### config.mk
export PLATFORM = sky130hd
export DESIGN_NAME = spiu_top
export DESIGN_NICKNAME = d
export VERILOG_FILES = /design/src/rtl/spiu_pkg.sv /design/src/rtl/spiu_stack.sv /design/src/rtl/spiu_halt.sv /design/src/rtl/spiu_top.sv
export SDC_FILE = /design/constraint.sdc
export NUM_CORES = 1
export LEC_CHECK = 0
export BUFFER_PORTS_ARGS = -buffer_cell sky130_fd_sc_hd__buf_4
export CAP_MARGIN = 20
export CORE_AREA = 2 2 127 116
export DETAILED_ROUTE_END_ITERATION = 10
export DIE_AREA = 0 0 129 118
export SETUP_SLACK_MARGIN = 0.1
export SYNTH_ARGS = -nofsm -noshare
export SYNTH_HDL_FRONTEND = slang
export SYNTH_SLANG_ARGS = --single-unit
### constraint.sdc
create_clock -name clk -period 2 [get_ports clk]
set_clock_uncertainty 0.15 [all_clocks]
set_input_delay 0.3 -clock clk [delete_from_list [all_inputs] [get_ports clk]]
set_output_delay 0.3 -clock clk [all_outputs]
set_load 0.02 [all_outputs]
### src/rtl/spiu_pkg.sv
// Package of constants and types for the SCSI processor interrupt unit.
package spiu_pkg;
  localparam int SC_W = 8;
  localparam int DM_W = 7;
  localparam int CLK_NS = 20;
  localparam int GAP_NS = 100;
  localparam int GAP_CYC = (GAP_NS / CLK_NS < 1) ? 1 : GAP_NS / CLK_NS;
  localparam int GAP_W = 4;
  localparam int HOST_BYTE_GAP_CLK = 10;
  localparam logic [7:0] OFS_SCSI_STAT = 8'h00;
  localparam logic [7:0] OFS_DMA_STAT = 8'h04;
  localparam logic [7:0] OFS_BOTH_STAT = 8'h08;
  localparam logic [7:0] OFS_SUMMARY = 8'h0C;
  localparam logic [7:0] OFS_SCSI_EN = 8'h10;
  localparam logic [7:0] OFS_DMA_EN = 8'h14;
  localparam logic [7:0] OFS_CTRL = 8'h18;
  localparam int SC_CMP_BIT = 0;
  localparam int SC_SEL_BIT = 1;
  localparam int SC_ATN_BIT = 2;
  localparam int DMA_DFE_BIT = 7;
  localparam int BOTH_DMA_LSB = 8;
  localparam int SUM_SIP_BIT = 0;
  localparam int SUM_DIP_BIT = 1;
  localparam int SUM_HALT_BIT = 2;
  localparam int SUM_IRQ_BIT = 3;
  localparam int CTL_CLF_BIT = 0;
  localparam int CTL_FLF_BIT = 1;
  localparam logic [SC_W-1:0] SCSI_EN_RST = 8'h00;
  localparam logic [DM_W-1:0] DMA_EN_RST = 7'h00;
  typedef struct packed {
    logic fetch_busy;
    logic fetch_fault;
    logic reqack_busy;
    logic sync_pending;
    logic tc_exec;
    logic jump_on_phase;
    logic to_mem;
    logic fifo_empty;
  } spiu_seq_s;
  typedef enum logic [2:0] {
    HS_RUN = 3'b001,
    HS_DRAIN = 3'b010,
    HS_HALT = 3'b100
  } spiu_halt_e;
endpackage : spiu_pkg

### src/rtl/spiu_stack.sv
// Two-level interrupt stack for one interrupt type.
`timescale 1ns/1ps
module spiu_stack #(
  parameter int W = 8
) (
  input wire logic clk,
  input wire logic rst_b,
  input wire logic ce,
  input wire logic [W-1:0] post,
  input wire logic [W-1:0] raise,
  input wire logic [W-1:0] en_hit,
  input wire logic any_pend,
  input wire logic rd_clr,
  output logic [W-1:0] status,
  output logic pend,
  output logic irqf,
  output logic stacked
);
  import spiu_pkg::*;
  if (W < 1 || W > 16) begin : g_chk
    $error("spiu_stack width out of range");
  end
  logic [W-1:0] st_ff;
  logic [W-1:0] sh_ff;
  logic pend_ff;
  logic irq_ff;
  logic shp_ff;
  logic shi_ff;
  always_ff @(posedge clk) begin
    if (!rst_b) begin
      st_ff <= '0;
      sh_ff <= '0;
      pend_ff <= 1'b0;
      irq_ff <= 1'b0;
      shp_ff <= 1'b0;
      shi_ff <= 1'b0;
    end else if (ce) begin
      if (rd_clr) begin
        // Arrivals in the clearing cycle join the moved-in level and are not lost.
        st_ff <= sh_ff | post;
        pend_ff <= shp_ff | (|raise);
        irq_ff <= shi_ff | (|en_hit);
        sh_ff <= '0;
        shp_ff <= 1'b0;
        shi_ff <= 1'b0;
      end else if (any_pend) begin
        sh_ff <= sh_ff | post;
        shp_ff <= shp_ff | (|raise);
        shi_ff <= shi_ff | (|en_hit);
      end else begin
        st_ff <= st_ff | post;
        pend_ff <= pend_ff | (|raise);
        irq_ff <= irq_ff | (|en_hit);
      end
    end
  end
  assign status = st_ff;
  assign pend = pend_ff;
  assign irqf = irq_ff;
  assign stacked = (|sh_ff) | shp_ff;
  chk_stack_hold: assert property (@(posedge clk) disable iff (!rst_b)
    ce && any_pend && !rd_clr |=> st_ff == $past(st_ff))
    else $error("visible status changed while a level was pending");
  chk_stack_merge: assert property (@(posedge clk) disable iff (!rst_b)
    ce && any_pend && !rd_clr |=> (sh_ff & $past(sh_ff | post)) == $past(sh_ff | post))
    else $error("shadow lost a stacked condition");
  chk_move_in: assert property (@(posedge clk) disable iff (!rst_b)
    ce && rd_clr |=> st_ff == $past(sh_ff | post) && sh_ff == '0)
    else $error("stacked conditions did not move in");
endmodule : spiu_stack

### src/rtl/spiu_halt.sv
// Orderly halt sequencer for the script engine.
`timescale 1ns/1ps
module spiu_halt (
  input wire logic clk,
  input wire logic rst_b,
  input wire logic ce,
  input wire logic cause,
  input wire logic scsi_cause,
  input wire logic release_halt,
  input wire spiu_pkg::spiu_seq_s seq,
  output logic halted,
  output logic inhibit,
  output logic flush_req,
  output logic dsp_load
);
  import spiu_pkg::*;
  spiu_halt_e state_ff;
  spiu_halt_e nxt_state;
  logic scsi_ff;
  logic busy;
  logic want_flush;
  // A faulted fetch is abandoned; other fetches, handshakes, offsets and transfers finish, and the fifo drains only for a scsi cause to memory.
  assign want_flush = scsi_ff && seq.to_mem && !seq.fifo_empty;
  assign busy = (seq.fetch_busy && !seq.fetch_fault) || seq.reqack_busy
    || seq.sync_pending || seq.tc_exec || want_flush;
  always_comb begin
    nxt_state = state_ff;
    case (state_ff)
      HS_RUN: begin
        if (cause) begin
          nxt_state = HS_DRAIN;
        end
      end
      HS_DRAIN: begin
        if (!busy) begin
          nxt_state = HS_HALT;
        end
      end
      HS_HALT: begin
        if (release_halt) begin
          nxt_state = HS_RUN;
        end
      end
      default: nxt_state = HS_RUN;
    endcase
  end
  always_ff @(posedge clk) begin
    if (!rst_b) begin
      state_ff <= HS_RUN;
    end else if (ce) begin
      state_ff <= nxt_state;
    end
  end
  always_ff @(posedge clk) begin
    if (!rst_b) begin
      scsi_ff <= 1'b0;
    end else if (ce && state_ff == HS_RUN) begin
      scsi_ff <= scsi_cause;
    end else if (ce) begin
      scsi_ff <= scsi_ff | scsi_cause;
    end
  end
  always_ff @(posedge clk) begin
    if (!rst_b) begin
      halted <= 1'b0;
      inhibit <= 1'b0;
      flush_req <= 1'b0;
      dsp_load <= 1'b0;
    end else if (ce) begin
      halted <= nxt_state == HS_HALT;
      inhibit <= nxt_state != HS_RUN;
      flush_req <= state_ff == HS_DRAIN && want_flush;
      dsp_load <= state_ff == HS_DRAIN && !busy && seq.jump_on_phase;
    end
  end
  chk_drain_wait: assert property (@(posedge clk) disable iff (!rst_b)
    state_ff == HS_DRAIN && (seq.reqack_busy || seq.sync_pending || seq.tc_exec) |=> state_ff != HS_HALT)
    else $error("halted with a handshake, offset or transfer still open");
  chk_dsp_jump: assert property (@(posedge clk) disable iff (!rst_b)
    ce && state_ff == HS_DRAIN && !busy && seq.jump_on_phase |=> dsp_load && state_ff == HS_HALT)
    else $error("jump target not loaded before halt");
  chk_flush_dir: assert property (@(posedge clk) disable iff (!rst_b)
    flush_req |-> $past(scsi_ff) && $past(seq.to_mem))
    else $error("flush requested without a scsi cause toward memory");
endmodule : spiu_halt

### src/rtl/spiu_top.sv
// Interrupt unit top: bus slave, masking, stacking, request line and halt control.
`timescale 1ns/1ps
module spiu_top (
  input wire logic clk,
  input wire logic rst_b,
  input wire logic ce,
  input wire logic hsel,
  input wire logic [31:0] haddr,
  input wire logic [1:0] htrans,
  input wire logic hwrite,
  input wire logic [2:0] hsize,
  input wire logic [31:0] hwdata,
  input wire logic hready,
  output logic [31:0] hrdata,
  output logic hreadyout,
  output logic hresp,
  input wire logic [spiu_pkg::SC_W-1:0] scsi_cond,
  input wire logic [spiu_pkg::DM_W-1:0] dma_cond,
  input wire logic target_mode,
  input wire spiu_pkg::spiu_seq_s seq,
  output logic irq_n,
  output logic seq_halted,
  output logic exec_inhibit,
  output logic fifo_flush_req,
  output logic dsp_load,
  output logic clear_fifos,
  output logic flush_dma_fifo
);
  import spiu_pkg::*;

  function automatic logic hit(input logic [7:0] a, input logic [7:0] ofs);
    hit = a == ofs;
  endfunction : hit

  function automatic logic [SC_W-1:0] nonfatal_mask(input logic tgt);
    nonfatal_mask = '0;
    nonfatal_mask[SC_CMP_BIT] = 1'b1;
    nonfatal_mask[SC_SEL_BIT] = 1'b1;
    nonfatal_mask[SC_ATN_BIT] = tgt;
  endfunction : nonfatal_mask

  // Bus slave state.
  logic dp_ff;
  logic dp_wr_ff;
  logic [7:0] dp_addr_ff;
  logic hreadyout_ff;
  logic [31:0] hrdata_ff;
  logic hresp_ff;
  logic accept;
  logic rd_now;
  logic wr_now;

  // Software-visible control.
  logic [SC_W-1:0] scsi_irq_enable_reg_ff;
  logic [DM_W-1:0] dma_irq_enable_reg_ff;
  logic clear_fifos_bit_ff;
  logic flush_dma_fifo_bit_ff;

  // Interrupt path.
  logic [SC_W-1:0] s_hold_ff;
  logic [SC_W-1:0] s_post;
  logic [SC_W-1:0] s_raise;
  logic [SC_W-1:0] s_en;
  logic [DM_W-1:0] d_post;
  logic [DM_W-1:0] d_raise;
  logic [DM_W-1:0] d_en;
  logic [SC_W-1:0] scsi_irq_status_reg;
  logic [DM_W-1:0] dma_irq_status_reg;
  logic scsi_pending_flag;
  logic dma_pending_flag;
  logic s_irqf;
  logic d_irqf;
  logic s_stacked;
  logic d_stacked;
  logic any_pend;
  logic s_clr;
  logic d_clr;
  logic gap_start;
  logic [GAP_W-1:0] gap_cnt_ff;
  logic irq_n_ff;
  logic [7:0] dma_view;
  logic [31:0] rd_val;

  // The slave takes one wait cycle so that read data leaves a flip-flop.
  assign accept = hsel && htrans[1] && hready && hreadyout_ff;
  assign rd_now = dp_ff && !dp_wr_ff;
  assign wr_now = dp_ff && dp_wr_ff;

  always_ff @(posedge clk) begin
    if (!rst_b) begin
      dp_ff <= 1'b0;
      dp_wr_ff <= 1'b0;
      dp_addr_ff <= 8'h00;
      hreadyout_ff <= 1'b1;
      hresp_ff <= 1'b0;
    end else if (ce) begin
      hresp_ff <= 1'b0;
      if (accept) begin
        dp_ff <= 1'b1;
        dp_wr_ff <= hwrite;
        dp_addr_ff <= {haddr[7:2], 2'b00};
        hreadyout_ff <= 1'b0;
      end else if (dp_ff) begin
        dp_ff <= 1'b0;
        hreadyout_ff <= 1'b1;
      end
    end
  end

  assign dma_view = {seq.fifo_empty, dma_irq_status_reg};

  always_comb begin
    rd_val = 32'h0000_0000;
    if (hit(dp_addr_ff, OFS_SCSI_STAT)) begin
      rd_val[SC_W-1:0] = scsi_irq_status_reg;
    end else if (hit(dp_addr_ff, OFS_DMA_STAT)) begin
      rd_val[7:0] = dma_view;
    end else if (hit(dp_addr_ff, OFS_BOTH_STAT)) begin
      rd_val[SC_W-1:0] = scsi_irq_status_reg;
      rd_val[BOTH_DMA_LSB +: 8] = dma_view;
    end else if (hit(dp_addr_ff, OFS_SUMMARY)) begin
      rd_val[SUM_SIP_BIT] = scsi_pending_flag;
      rd_val[SUM_DIP_BIT] = dma_pending_flag;
      rd_val[SUM_HALT_BIT] = seq_halted;
      rd_val[SUM_IRQ_BIT] = !irq_n_ff;
    end else if (hit(dp_addr_ff, OFS_SCSI_EN)) begin
      rd_val[SC_W-1:0] = scsi_irq_enable_reg_ff;
    end else if (hit(dp_addr_ff, OFS_DMA_EN)) begin
      rd_val[DM_W-1:0] = dma_irq_enable_reg_ff;
    end else begin
      rd_val = 32'h0000_0000;
    end
  end

  always_ff @(posedge clk) begin
    if (!rst_b) begin
      hrdata_ff <= 32'h0000_0000;
    end else if (ce && rd_now) begin
      hrdata_ff <= rd_val;
    end
  end

  // Reads of a status address clear that type in the same edge that latches it.
  assign s_clr = ce && rd_now && (hit(dp_addr_ff, OFS_SCSI_STAT) || hit(dp_addr_ff, OFS_BOTH_STAT));
  assign d_clr = ce && rd_now && (hit(dp_addr_ff, OFS_DMA_STAT) || hit(dp_addr_ff, OFS_BOTH_STAT));

  always_ff @(posedge clk) begin
    if (!rst_b) begin
      scsi_irq_enable_reg_ff <= SCSI_EN_RST;
      dma_irq_enable_reg_ff <= DMA_EN_RST;
    end else if (ce && wr_now) begin
      if (hit(dp_addr_ff, OFS_SCSI_EN)) begin
        scsi_irq_enable_reg_ff <= hwdata[SC_W-1:0];
      end
      if (hit(dp_addr_ff, OFS_DMA_EN)) begin
        dma_irq_enable_reg_ff <= hwdata[DM_W-1:0];
      end
    end
  end

  always_ff @(posedge clk) begin
    if (!rst_b) begin
      clear_fifos_bit_ff <= 1'b0;
      flush_dma_fifo_bit_ff <= 1'b0;
    end else if (ce) begin
      clear_fifos_bit_ff <= wr_now && hit(dp_addr_ff, OFS_CTRL) && hwdata[CTL_CLF_BIT];
      flush_dma_fifo_bit_ff <= wr_now && hit(dp_addr_ff, OFS_CTRL) && hwdata[CTL_FLF_BIT];
    end
  end

  // Scsi conditions are held back while the dma fifo still has data.
  always_ff @(posedge clk) begin
    if (!rst_b) begin
      s_hold_ff <= '0;
    end else if (ce) begin
      s_hold_ff <= seq.fifo_empty ? '0 : (s_hold_ff | scsi_cond);
    end
  end

  assign s_post = seq.fifo_empty ? (s_hold_ff | scsi_cond) : '0;
  assign s_raise = s_post & (scsi_irq_enable_reg_ff | ~nonfatal_mask(target_mode));
  assign s_en = s_post & scsi_irq_enable_reg_ff;
  assign d_post = dma_cond;
  assign d_raise = d_post;
  assign d_en = d_post & dma_irq_enable_reg_ff;
  assign any_pend = scsi_pending_flag || dma_pending_flag;

  spiu_stack #(.W(SC_W)) u_scsi_stack (
    .clk(clk),
    .rst_b(rst_b),
    .ce(ce),
    .post(s_post),
    .raise(s_raise),
    .en_hit(s_en),
    .any_pend(any_pend),
    .rd_clr(s_clr),
    .status(scsi_irq_status_reg),
    .pend(scsi_pending_flag),
    .irqf(s_irqf),
    .stacked(s_stacked)
  );

  spiu_stack #(.W(DM_W)) u_dma_stack (
    .clk(clk),
    .rst_b(rst_b),
    .ce(ce),
    .post(d_post),
    .raise(d_raise),
    .en_hit(d_en),
    .any_pend(any_pend),
    .rd_clr(d_clr),
    .status(dma_irq_status_reg),
    .pend(dma_pending_flag),
    .irqf(d_irqf),
    .stacked(d_stacked)
  );

  // The gap gives an edge-triggered host a clean second edge.
  assign gap_start = (s_clr && s_stacked) || (d_clr && d_stacked);

  always_ff @(posedge clk) begin
    if (!rst_b) begin
      gap_cnt_ff <= '0;
    end else if (ce) begin
      if (gap_start) begin
        gap_cnt_ff <= GAP_W'(GAP_CYC);
      end else if (gap_cnt_ff != '0) begin
        gap_cnt_ff <= gap_cnt_ff - 1'b1;
      end
    end
  end

  // Enable bits gate only the arrival, so masking later leaves the line down.
  always_ff @(posedge clk) begin
    if (!rst_b) begin
      irq_n_ff <= 1'b1;
    end else if (ce) begin
      irq_n_ff <= !((s_irqf || d_irqf) && gap_cnt_ff == '0 && !gap_start);
    end
  end

  spiu_halt u_halt (
    .clk(clk),
    .rst_b(rst_b),
    .ce(ce),
    .cause((|s_raise) || (|d_raise)),
    .scsi_cause(|s_raise),
    .release_halt(!any_pend),
    .seq(seq),
    .halted(seq_halted),
    .inhibit(exec_inhibit),
    .flush_req(fifo_flush_req),
    .dsp_load(dsp_load)
  );

  assign hrdata = hrdata_ff;
  assign hreadyout = hreadyout_ff;
  assign hresp = hresp_ff;
  assign irq_n = irq_n_ff;
  assign clear_fifos = clear_fifos_bit_ff;
  assign flush_dma_fifo = flush_dma_fifo_bit_ff;

  chk_irq_gap: assert property (@(posedge clk) disable iff (!rst_b)
    ce && gap_start |=> irq_n ##1 (irq_n || !ce) [*4])
    else $error("request line did not drop for the stack gap");
  chk_mask_keep: assert property (@(posedge clk) disable iff (!rst_b)
    ce && !irq_n && (s_irqf || d_irqf) && !s_clr && !d_clr && !gap_start |=> !irq_n)
    else $error("request line released without a status read");
  chk_masked_nonfatal: assert property (@(posedge clk) disable iff (!rst_b)
    ce && !any_pend && s_post != '0 && s_raise == '0 && d_raise == '0 && !s_clr && !d_clr
    |=> !scsi_pending_flag && (scsi_irq_status_reg & $past(s_post)) == $past(s_post))
    else $error("masked non-fatal condition raised pending or was not posted");
  chk_fatal_quiet: assert property (@(posedge clk) disable iff (!rst_b)
    ce && !any_pend && d_raise != '0 && d_en == '0 && !s_irqf && !d_irqf && s_en == '0
    |=> dma_pending_flag && irq_n)
    else $error("masked fatal condition mis-handled");
  chk_lockout: assert property (@(posedge clk) disable iff (!rst_b)
    !seq.fifo_empty |-> s_post == '0)
    else $error("scsi condition posted while the dma fifo holds data");
  chk_word_clear: assert property (@(posedge clk) disable iff (!rst_b)
    ce && rd_now && hit(dp_addr_ff, OFS_BOTH_STAT) |-> s_clr && d_clr
    ##1 hrdata[BOTH_DMA_LSB +: DM_W] == $past(dma_irq_status_reg))
    else $error("word read did not return and clear both statuses");
  chk_dfe_live: assert property (@(posedge clk) disable iff (!rst_b)
    ce && rd_now && hit(dp_addr_ff, OFS_DMA_STAT) |=> hrdata[DMA_DFE_BIT] == $past(seq.fifo_empty))
    else $error("fifo empty flag not reported live");
  chk_bus_wait: assert property (@(posedge clk) disable iff (!rst_b)
    ce && accept |=> !hreadyout ##1 (hreadyout || !ce))
    else $error("slave data phase length wrong");
endmodule : spiu_top

==> summary.md, run 1 <==
| Metric | Value |
|---|---|
| Outcome | `complete, but fails checks` |
| Failing checks | `setup timing` |
| Final setup margin | `-33.49 ps` |
| CP Launch Type | `flop` |
| Crit. End Element | `flop` |
| RR Startpoint | `dp_addr_ff[7]` |
| Area fraction of the dominant cell type after synthesis | `0.4220` |
| Final #Nets | `773` |
| Post-synth top area cell | `dfxtp_1` |
| Core Region | `0.01390 mm²` |
| LEAKAGE | `2.602 nW` |
| First-pass GRT wire length | `23.54 mm` |
| Period minus WS final | `2033 ps` |
| Ant diodes | `0` |
| Slew @ Worst Pin | `680.1 ps` |
| Mux cell area share after synthesis | `0.05276` |
| DIE AREA | `0.01522 mm²` |
| Fillers | `1,269` |
| Slowest stage cell, crit path | `or4_4` |
| Largest family of logic cells by synthesized area | `compound AO/OA/AOI/OAI gates` |
| Clock tree root buffer cell | `clkbuf_16` |
| Sequential area share after synthesis | `0.4220` |
| Post-Synth Adder-Cell Area | `0.005223` |
| Instance count of the mapped netlist | `549` |
| WL per Instance | `17.11 µm` |
| Synth warn | `0` |
| Pre-CTS setup slack | `-107.8 ps` |
| CTS Hold Bufs | `0` |
| RSZ-0062 raised after global routing | `yes` |
| Syn Area/Cell | `8.726 µm²` |
| Post-synth ARST share | `0` |
| Chip width | `129 µm` |
| Initial antenna violation count | `0` |
| Storage cell area | `0.002026 mm²` |
| Post-Layout Cell Count | `869` |
| Die span in y | `118 µm` |
| Clock Latency Late Sink | `360 ps` |
| Drt via density | `5.440` |
| Hold Path Sink | `dp_wr_ff` |
| Share of layout cells above drive strength 1 | `0.3417` |
| Largest net degree at the start of global routing | `38` |
| Final HPWL DP | `10.44 mm` |
| Grt ovf | `0` |
| Synth Area in XOR/XNOR | `0.007313` |
| TritonCTS clock tree | `built` |
| Port-buffer cells | `68` |
| Area post-placement | `0.005854 mm²` |
| Top-Level Pins | `140` |
| Mapped Area | `0.004791 mm²` |
| CP cell instances | `or4_4 -> buf_8 -> buf_6 -> o311ai_0 -> o2bb2ai_1` |
| Post-synth EDFFs | `0` |
| Max Clock Freq | `0.4918 GHz` |
| TritonCTS Sinks | `101` |
| Synth Area in Compound Gates | `0.2567` |
| Row count | `41` |
| Pwr per Cell Area | `729.5 mW/mm²` |
| Post-route cell area | `0.006760 mm²` |
| Min-Delay Path Depth | `3` |
| Maximum vdd drop | `0.0004037 V` |
| Area occupied by multi-input gates | `0.002848 mm²` |
| Fin. Hold Viols | `0` |
| Number of remaining DRC errors | `0` |
| Num CTS Buffers | `9` |
| Starting density of the core | `0.3446` |
| Max incr delay on CP | `570 ps` |
| Largest cells by area after synthesis | `dfxtp_1 (42%), mux2i_1 (4.8%), nor2_1 (4.4%)` |
| Top_reg_cell synth | `dfxtp_1` |
| Simple-Gate Fraction of Synth Area | `0.1799` |
| Yosys reg bits | `101` |
| Netlist cell types | `62` |
| CP Data Required Time | `2140 ps` |
| Placed insts | `836` |
| Cell count of the worst reg-to-reg path | `5` |
| Synthesis-to-finish area growth | `41.11%` |
| DRT Pass-1 Iters | `5` |
| Crit Path Category | `flop to flop` |
| Worst R2R Setup Slack | `-30 ps` |
| Min-delay src | `hwrite` |
| Drt initial violations | `338` |
| Final setup viols | `2` |
| Worst r2r dst | `hrdata[1]` |
| Final core occ | `0.4863` |
| ANT nets after route | `0` |
| Gr usage total | `0.1959` |
| Vias post-DR | `4,727` |
| Max Transition Viols Final | `0` |
| Period utilization | `1.017` |
| Arrival time worst endpoint | `2170 ps` |
| Maximum fanout along the worst path | `6` |
| Clk pin slew, worst setup/hold paths | `70 ps` |
| Vias in the first global route | `4,617` |
| Final wirelength | `14.87 mm` |
| Clock Path Buffers | `2` |
| HP Class | `input pin to flop` |
| Max_slew headroom | `0.5418` |
| Final GP Congestion | `0.8567` |
| H-Tree Depth | `3` |
| Max-Cap Viols | `0` |
==> flip-flops by register name (all words and copies together), names as in the netlist, 4 cells and up <==
name                    count
u_scsi_stack.sh_ff          8
u_dma_stack.status          7
gap_cnt_ff                  4
s_hold_ff                   8
scsi_irq_enable_reg_ff      8
u_dma_stack.sh_ff           7
hrdata                     16
dma_irq_enable_reg_ff       7
dp_addr_ff                  6
u_scsi_stack.status         8
==> cell usage after synthesis, drive strengths merged, types with 14 or more instances <==
| master | n |
|---|---|
| o31ai | 14 |
| buf | 29 |
| dfxtp | 101 |
| nor2 | 57 |
| clkbuf | 23 |
| a21oi | 33 |
| mux2i | 23 |
| nor3 | 20 |
| nand2 | 28 |
| inv | 24 |
| nand3 | 21 |
| a22oi | 25 |
==> how the worst max path moves through the flow <==
stage | startpoint | endpoint | depth (start not counted)
after global routing | dp_addr_ff[7] | u_scsi_stack.status[3] | 7
after floorplan | dp_addr_ff[7] | scsi_irq_enable_reg_ff[0] | 5
final | dp_addr_ff[7] | hrdata[1] | 5
after detailed placement | dp_addr_ff[7] | u_scsi_stack.status[1] | 6
after global placement | dp_addr_ff[7] | u_scsi_stack.pend | 6
after CTS | dp_addr_ff[6] | u_scsi_stack.status[3] | 7
==> area by class of cell <==
| class | count | share of cell area |
|---|---|---|
| multi-input combinational | 387 | 0.4212 |
| timing repair buffer | 148 | 0.1899 |
| sequential | 101 | 0.2996 |
| clock inverter | 4 | 0.003702 |
| tap | 193 | 0.03572 |
| clock buffer | 11 | 0.03591 |
| inverter | 25 | 0.01388 |
==> where the power goes <==
part / internal [mW] / switching (mW)
Clock: 0.867 / 0.756
Combinational: 0.521 / 0.569
Sequential: 2.12 / 0.0986
==> cell families after synthesis <==
kind of cell	after synthesis
xor+xnor	4
compound gates	170
buf+inv	77
mux	25
fa+ha+maj	2
simple gates	169
other cells	1
flops	101
==> per-stage QoR <==
stage | TNS (ps) | hold WS [ps] | power [mW]
after detailed placement | -788.1 | 293.5 | 3.121
final | -33.93 | 39.32 | 4.931
after floorplan | -345.6 | 270.3 | 2.815
after CTS | -14.16 | 30.19 | 4.797
after global placement | -321.0 | 288.1 | 3.090
after global routing | -1030 | 37.67 | 5.170
==> cell usage in the layout, fill, tap and decap left out, drive strengths merged, types with 11 or more instances in the layout <==
cell    Yosys  layout
a21oi      33      33
a22oi      25      25
a31oi      13      13
buf        29     148
clkbuf     23      11
conb        1      17
dfxtp     101     101
inv        24      24
mux2i      23      23
nand2      28      28
nand3      21      21
nor2       57      57
nor3       20      20
nor4       11      11
o21a       13      13
o21ai      13      13
o31ai      14      14
==> repair_timing <==
action | CTS | global route
pin swaps | 12 | 40
hold endpoints to repair | 0 | 0
buffers inserted | 7 | 8
endpoints found under the setup margin | 46 | 54
resized for setup | 35 | 76
cloned | 0 | 3
==> critical path, delay by kind of cell (launching register included) <==
kind / cells / cell delay, ps
compound gates: 2 / 630
buf+inv: 2 / 280
flops: 1 / 330
simple gates: 1 / 570
==> layer usage <==
layer | track usage | share of wire
met5 | 0 | 0
met3 | 0.03136 | 0.056
met1 | 0.2655 | 0.45
met4 | 0.08220 | 0.026
met2 | 0.3079 | 0.47
Note: power is estimated with default switching activity, not from simulation.
==> run 2: changes to the inputs <==
Settings changed: RECOVER_POWER set to 100.
==> summary.md, run 2 (synthesis results as in run 1) <==
| Metric | Value |
|---|---|
| TritonCTS Sinks | `101 (unchanged)` |
| ANT nets after route | `0 (unchanged)` |
| Synthesis-to-finish area growth | `40.01%` |
| Clk pin slew, worst setup/hold paths | `70 ps (about the same)` |
| Max Transition Viols Final | `0 (unchanged)` |
| Drt via density | `5.464 (+0.44%)` |
| Starting density of the core | `0.3446 (unchanged)` |
| Post-Layout Cell Count | `869 (unchanged)` |
| Crit Path Category | `flop to flop` |
| Final #Nets | `773 (unchanged)` |
| HP Class | `input pin to flop` |
| Max_slew headroom | `0.5503 (+0.008433)` |
| Clock Latency Late Sink | `360 ps (about the same)` |
| Maximum fanout along the worst path | `6 (unchanged)` |
| Net Sw Frac | `0.2896 (+0.001015)` |
| LEAKAGE | `2.542 nW (-2.3%)` |
| Final setup margin | `-49.68 ps (-16.19 ps)` |
| CP Data Required Time | `2140 ps (about the same)` |
| Slew @ Worst Pin | `667.6 ps (-12.52 ps)` |
| CP Launch Type | `flop` |
| Row count | `41 (unchanged)` |
| Clock tree root buffer cell | `clkbuf_16` |
| Commonest non-fill, non-tap cell in the layout | `buf_4` |
| CTS Hold Bufs | `0 (unchanged)` |
| RSZ-0062 raised after global routing | `yes` |
| CP cell instances | `or4_4 -> buf_8 -> buf_6 -> o311ai_0 -> o2bb2ai_1` |
| Drt initial violations | `267 (-21%)` |
| DRT Pass-1 Iters | `5 (unchanged)` |
| Arrival time worst endpoint | `2190 ps (+20 ps)` |
| Vias post-DR | `4,748 (+0.44%)` |
| Chip width | `129 µm (unchanged)` |
| Largest net degree at the start of global routing | `38 (unchanged)` |
| Initial antenna violation count | `0 (unchanged)` |
| Area occupied by multi-input gates | `0.002848 mm² (unchanged)` |
| Max Clock Freq | `0.4879 GHz (-0.79%)` |
| Max reg flops | `16 (unchanged)` |
| Clock share of power | `0.330 (about the same)` |
| Pwr per Cell Area | `735.2 mW/mm² (+0.79%)` |
| Fillers | `1,279 (+0.79%)` |
| Grt ovf | `0 (unchanged)` |
| Gate power share | `0.220 (about the same)` |
| TritonCTS clock tree | `built` |
| Port-buffer cells | `68 (unchanged)` |
| Maximum vdd drop | `0.0004039 V (about the same)` |
| Gr usage total | `0.1959 (unchanged)` |
| Period utilization | `1.025 (+0.008096)` |
| Final setup viols | `2 (unchanged)` |
| WL per Instance | `17.18 µm (+0.44%)` |
| Slowest stage cell, crit path | `or4_4` |
| Final HPWL DP | `10.44 mm (unchanged)` |
| Part of the power in registers | `0.450 (about the same)` |
| Clock Path Buffers | `2 (unchanged)` |
| Outcome | `complete, but fails checks` |
| First-pass GRT wire length | `23.54 mm (unchanged)` |
| Pint | `3.503 mW (-0.14%)` |
| Die span in y | `118 µm (unchanged)` |
| Core Region | `0.01390 mm² (unchanged)` |
| Period minus WS final | `2050 ps (+16.19 ps)` |
| Crit. End Element | `flop` |
| Share of layout cells above drive strength 1 | `0.3210 (-0.02071)` |
| Most frequent cells in the layout | `buf_4 (105), dfxtp_1 (98), nor2_1 (54)` |
| Failing checks | `setup timing` |
| Number of remaining DRC errors | `0 (unchanged)` |
| Psw | `1.428 mW (+0.36%)` |
| Ant diodes | `0 (unchanged)` |
| Vias in the first global route | `4,617 (unchanged)` |
| Fin. Hold Viols | `0 (unchanged)` |
| DIE AREA | `0.01522 mm² (unchanged)` |
| Num CTS Buffers | `9 (unchanged)` |
| Placed insts | `836 (unchanged)` |
| Final wirelength | `14.93 mm (+0.44%)` |
| H-Tree Depth | `3 (unchanged)` |
| Storage cell area | `0.002026 mm² (unchanged)` |
| Final GP Congestion | `0.8567 (unchanged)` |
| Total negative slack | `-54.57 ps (-20.64 ps)` |
| Max-Cap Viols | `0 (unchanged)` |
| Max incr delay on CP | `570 ps (about the same)` |
| Top-Level Pins | `140 (unchanged)` |
-- run 2: cell types whose count changed in the layout (fill, tap and decap cells not counted) --
cell,delta
buf_4,-14
clkbuf_1,+14
-- run 2: routing by layer --
metal	GRT usage	up-vias	wire length [µm]
met3	0.03136	25	863
li1	-	2269	-
met2	0.3079	170	7004
met5	0	-	0
met1	0.2655	2284	6727
met4	0.08220	0	337
-- run 2: worst paths after layout --
check / cells past startpoint / to / slack (ps) / startpoint
min reg2reg: 2 / u_scsi_stack.shi_ff / 300 / u_scsi_stack.shi_ff
max: 5 / hrdata[1] / -50 / dp_addr_ff[7]
max reg2reg: 5 / hrdata[1] / -50 / dp_addr_ff[7]
min: 3 / dp_wr_ff / 40 / hwrite
-- run 2: area by class of cell --
type | instances | area share
multi-input cells | 387 | 0.4245
flip-flops and latches | 101 | 0.3020
repair buffers | 148 | 0.1835
clock buffers | 11 | 0.03619
well taps | 193 | 0.03600
inverters | 25 | 0.01399
clock inverters | 4 | 0.003731
-- run 2: repair_timing --
action / in CTS / in global routing
cloned: 0 / 3
gates resized for setup: 35 / 76
setup buffers: 7 / 8
endpoints found under the setup margin: 46 / 54
pin swaps: 12 / 40
-- run 2: worst max-delay path: cells and delay by family, from the launching register on --
| kind | cells | cell delay [ps] |
|---|---|---|
| AOI/OAI and AO/OA | 2 | 650 |
| buffers and inverters | 2 | 280 |
| DFF | 1 | 330 |
| and+or+nand+nor | 1 | 570 |
-- run 2: power groups by stage --
stage                     registers, mW  clock network, mW  logic, mW
after floorplan                    2.23                  0      0.581
after global placement             2.25                  0      0.842
after detailed placement           2.25                  0      0.870
after CTS                          2.21               1.65      0.932
after global routing               2.23               1.75       1.19
final                              2.22               1.63       1.09
-- run 2: through the flow --
step	utilization	hold slack (ps)	total power, mW	setup WS [ps]	cell area, µm²
3_3_place_gp	0.4211	288.1	3.090	-54.83	5854
4_1_cts	0.4550	30.19	4.797	-14.16	6326
6_report	0.4825	38.80	4.932	-49.68	6708
2_1_floorplan	-	270.3	2.815	-41.97	4860
5_1_grt	0.4825	37.67	5.165	-81.84	6708
3_5_place_dp	0.4211	293.5	3.121	-107.8	5854
==> run 3: changes to the inputs <==
Settings changed: GPL_TIMING_DRIVEN set to 0, SKIP_LAST_GASP set to 1.
==> summary.md, run 3 (synthesis results as in run 1) <==
| Metric | Value |
|---|---|
| Outcome | `complete, but fails checks` |
| Failing checks | `setup timing` |
| Clock Path Buffers | `2 (unchanged)` |
| Max Clock Freq | `0.4771 GHz (-2.2%)` |
| Largest net degree at the start of global routing | `17 (-55%)` |
| Placed insts | `826 (-1.2%)` |
| Final GP Congestion | `0.9188 (+7.2%)` |
| Min-delay src | `haddr[4]` |
| Num CTS Buffers | `9 (unchanged)` |
| Chip width | `129 µm (unchanged)` |
| H-Tree Depth | `3 (unchanged)` |
| Row count | `41 (unchanged)` |
| Hold slack final | `19.43 ps (-19.37 ps)` |
| Period utilization | `1.048 (+0.02321)` |
| Maximum fanout along the worst path | `5 (-1)` |
| Pre-CTS setup slack | `-434.6 ps (-326.8 ps)` |
| Ant diodes | `0 (unchanged)` |
| First-pass GRT wire length | `24.54 mm (+4.3%)` |
| Critical Path Source | `dp_addr_ff[2]` |
| Final setup viols | `15 (+13)` |
| CP Launch Type | `flop` |
| ANT nets after route | `0 (unchanged)` |
| TritonCTS Sinks | `101 (unchanged)` |
| Clk pin slew, worst setup/hold paths | `70 ps (about the same)` |
| Commonest non-fill, non-tap cell in the layout | `dfxtp_1` |
| TritonCTS clock tree | `built` |
| Clock tree root buffer cell | `clkbuf_16` |
| CTS Hold Bufs | `0 (unchanged)` |
| Clock Latency Late Sink | `360 ps (about the same)` |
| Arrival time worst endpoint | `2160 ps (-30 ps)` |
| Final core occ | `0.5002 (+0.01773)` |
| Crit Path Category | `flop to flop` |
| Final #Nets | `791 (+2.3%)` |
| Max_slew headroom | `0.4583 (-0.09193)` |
| Pwr per Cell Area | `733.3 mW/mm² (-0.26%)` |
| Final HPWL DP | `11.46 mm (+9.8%)` |
| CP Data Required Time | `2060 ps (-80 ps)` |
| RR Startpoint | `dp_addr_ff[2]` |
| Max Transition Viols Final | `0 (unchanged)` |
| WL per Instance | `19.18 µm (+12%)` |
| Top-Level Pins | `140 (unchanged)` |
| Final wirelength | `17.03 mm (+14%)` |
| Port-buffer cells | `68 (unchanged)` |
| Share of layout cells above drive strength 1 | `0.3281 (+0.007052)` |
| Initial antenna violation count | `0 (unchanged)` |
| Post-Layout Cell Count | `888 (+2.2%)` |
| Core Region | `0.01390 mm² (unchanged)` |
| Final setup margin | `-96.09 ps (-46.41 ps)` |
| HP Class | `input pin to flop` |
| Gr usage total | `0.2087 (+0.01275)` |
| Slew @ Worst Pin | `812.5 ps (+145.0 ps)` |
| Vias in the first global route | `4,564 (-1.1%)` |
| LEAKAGE | `2.606 nW (+2.5%)` |
| Number of remaining DRC errors | `0 (unchanged)` |
| Drt via density | `5.637 (+3.2%)` |
| Drt initial violations | `427 (+60%)` |
| Fillers | `1,315 (+2.8%)` |
| DIE AREA | `0.01522 mm² (unchanged)` |
| Most frequent cells in the layout | `dfxtp_1 (94), buf_4 (92), nor2_1 (55)` |
| Die span in y | `118 µm (unchanged)` |
| Fin. Hold Viols | `0 (unchanged)` |
| Max reg flops | `16 (unchanged)` |
| Starting density of the core | `0.3446 (unchanged)` |
| Period minus WS final | `2096 ps (+46.41 ps)` |
| Synthesis-to-finish area growth | `45.16%` |
| Maximum vdd drop | `0.0004504 V (+12%)` |
| Vias post-DR | `5,006 (+5.4%)` |
| Crit. End Element | `flop` |
| Pwr Total | `5.099 mW (+3.4%)` |
| Grt ovf | `0 (unchanged)` |
| RSZ-0062 raised after global routing | `yes` |
| Max-Cap Viols | `0 (unchanged)` |
| DRT Pass-1 Iters | `5 (unchanged)` |
-- run 3: cell count changes in the layout (fill, tap and decap cells not counted), sizes merged, moves of 2 or more --
cell,previous run,this run
buf,134,117
inv,24,26
clkbuf,25,56
nand3,21,23
-- run 3: stage by stage --
stage / setup TNS (ps) / cell area (µm²)
final: -373.6 / 6954
after global routing: -1475 / 6954
after CTS: -631.2 / 6452
after detailed placement: -19860 / 5612
after global placement: -18940 / 5612
after floorplan: -345.6 / 4860
-- run 3: worst paths after layout --
path	slack (ps)	end	cells after the start
min	20	dp_addr_ff[4]	3
max	-100	u_scsi_stack.irqf	5
min reg2reg	310	hrdata[15]	2
max reg2reg	-100	u_scsi_stack.irqf	5
-- run 3: area by class of cell --
cell class | count | area (µm²) | share of cell area
buffer | 52 | 380.4 | 0.05470
clock buffer | 11 | 242.7 | 0.03490
clock inverter | 5 | 57.56 | 0.008276
inverter | 25 | 97.59 | 0.01403
multi-input combinational | 390 | 2993 | 0.4304
sequential | 101 | 2041 | 0.2935
tap | 193 | 241.5 | 0.03472
timing repair buffer | 111 | 900.9 | 0.1295
-- run 3: power breakdown --
group | internal, mW | leakage, nW | switching, mW
Combinational | 0.483 | 1.63 | 0.574
Sequential | 2.12 | 0.826 | 0.113
Clock | 1.01 | 0.150 | 0.804
Total | 3.61 | 2.61 | 1.49
-- run 3: critical path, cell delays in order, from the launching register on --
cell,delay [ps]
dfxtp_2,320
buf_6,120
or4bb_4,580
or3_4,370
a2111oi_4,310
a311oi_1,100
-- run 3: per-layer routing --
layer  part of all wire  GRT usage  vias to the layer above  wire, µm
met4              0.032    0.07541                        0       537
met3              0.074    0.05136                       39      1265
li1                   -          -                     2307         -
met2               0.47     0.3294                      229      7986
met5                  0          0                        -         0
met1               0.43     0.2755                     2431      7242
-- run 3: timing repair --
action                                  4_1_cts  5_1_grt
pin swaps                                    36       46
endpoints found under the setup margin       79       76
gates resized for setup                      87       83
gates cloned                                  2        5
endpoints found under the hold margin         0        0
buffers inserted                             16       24
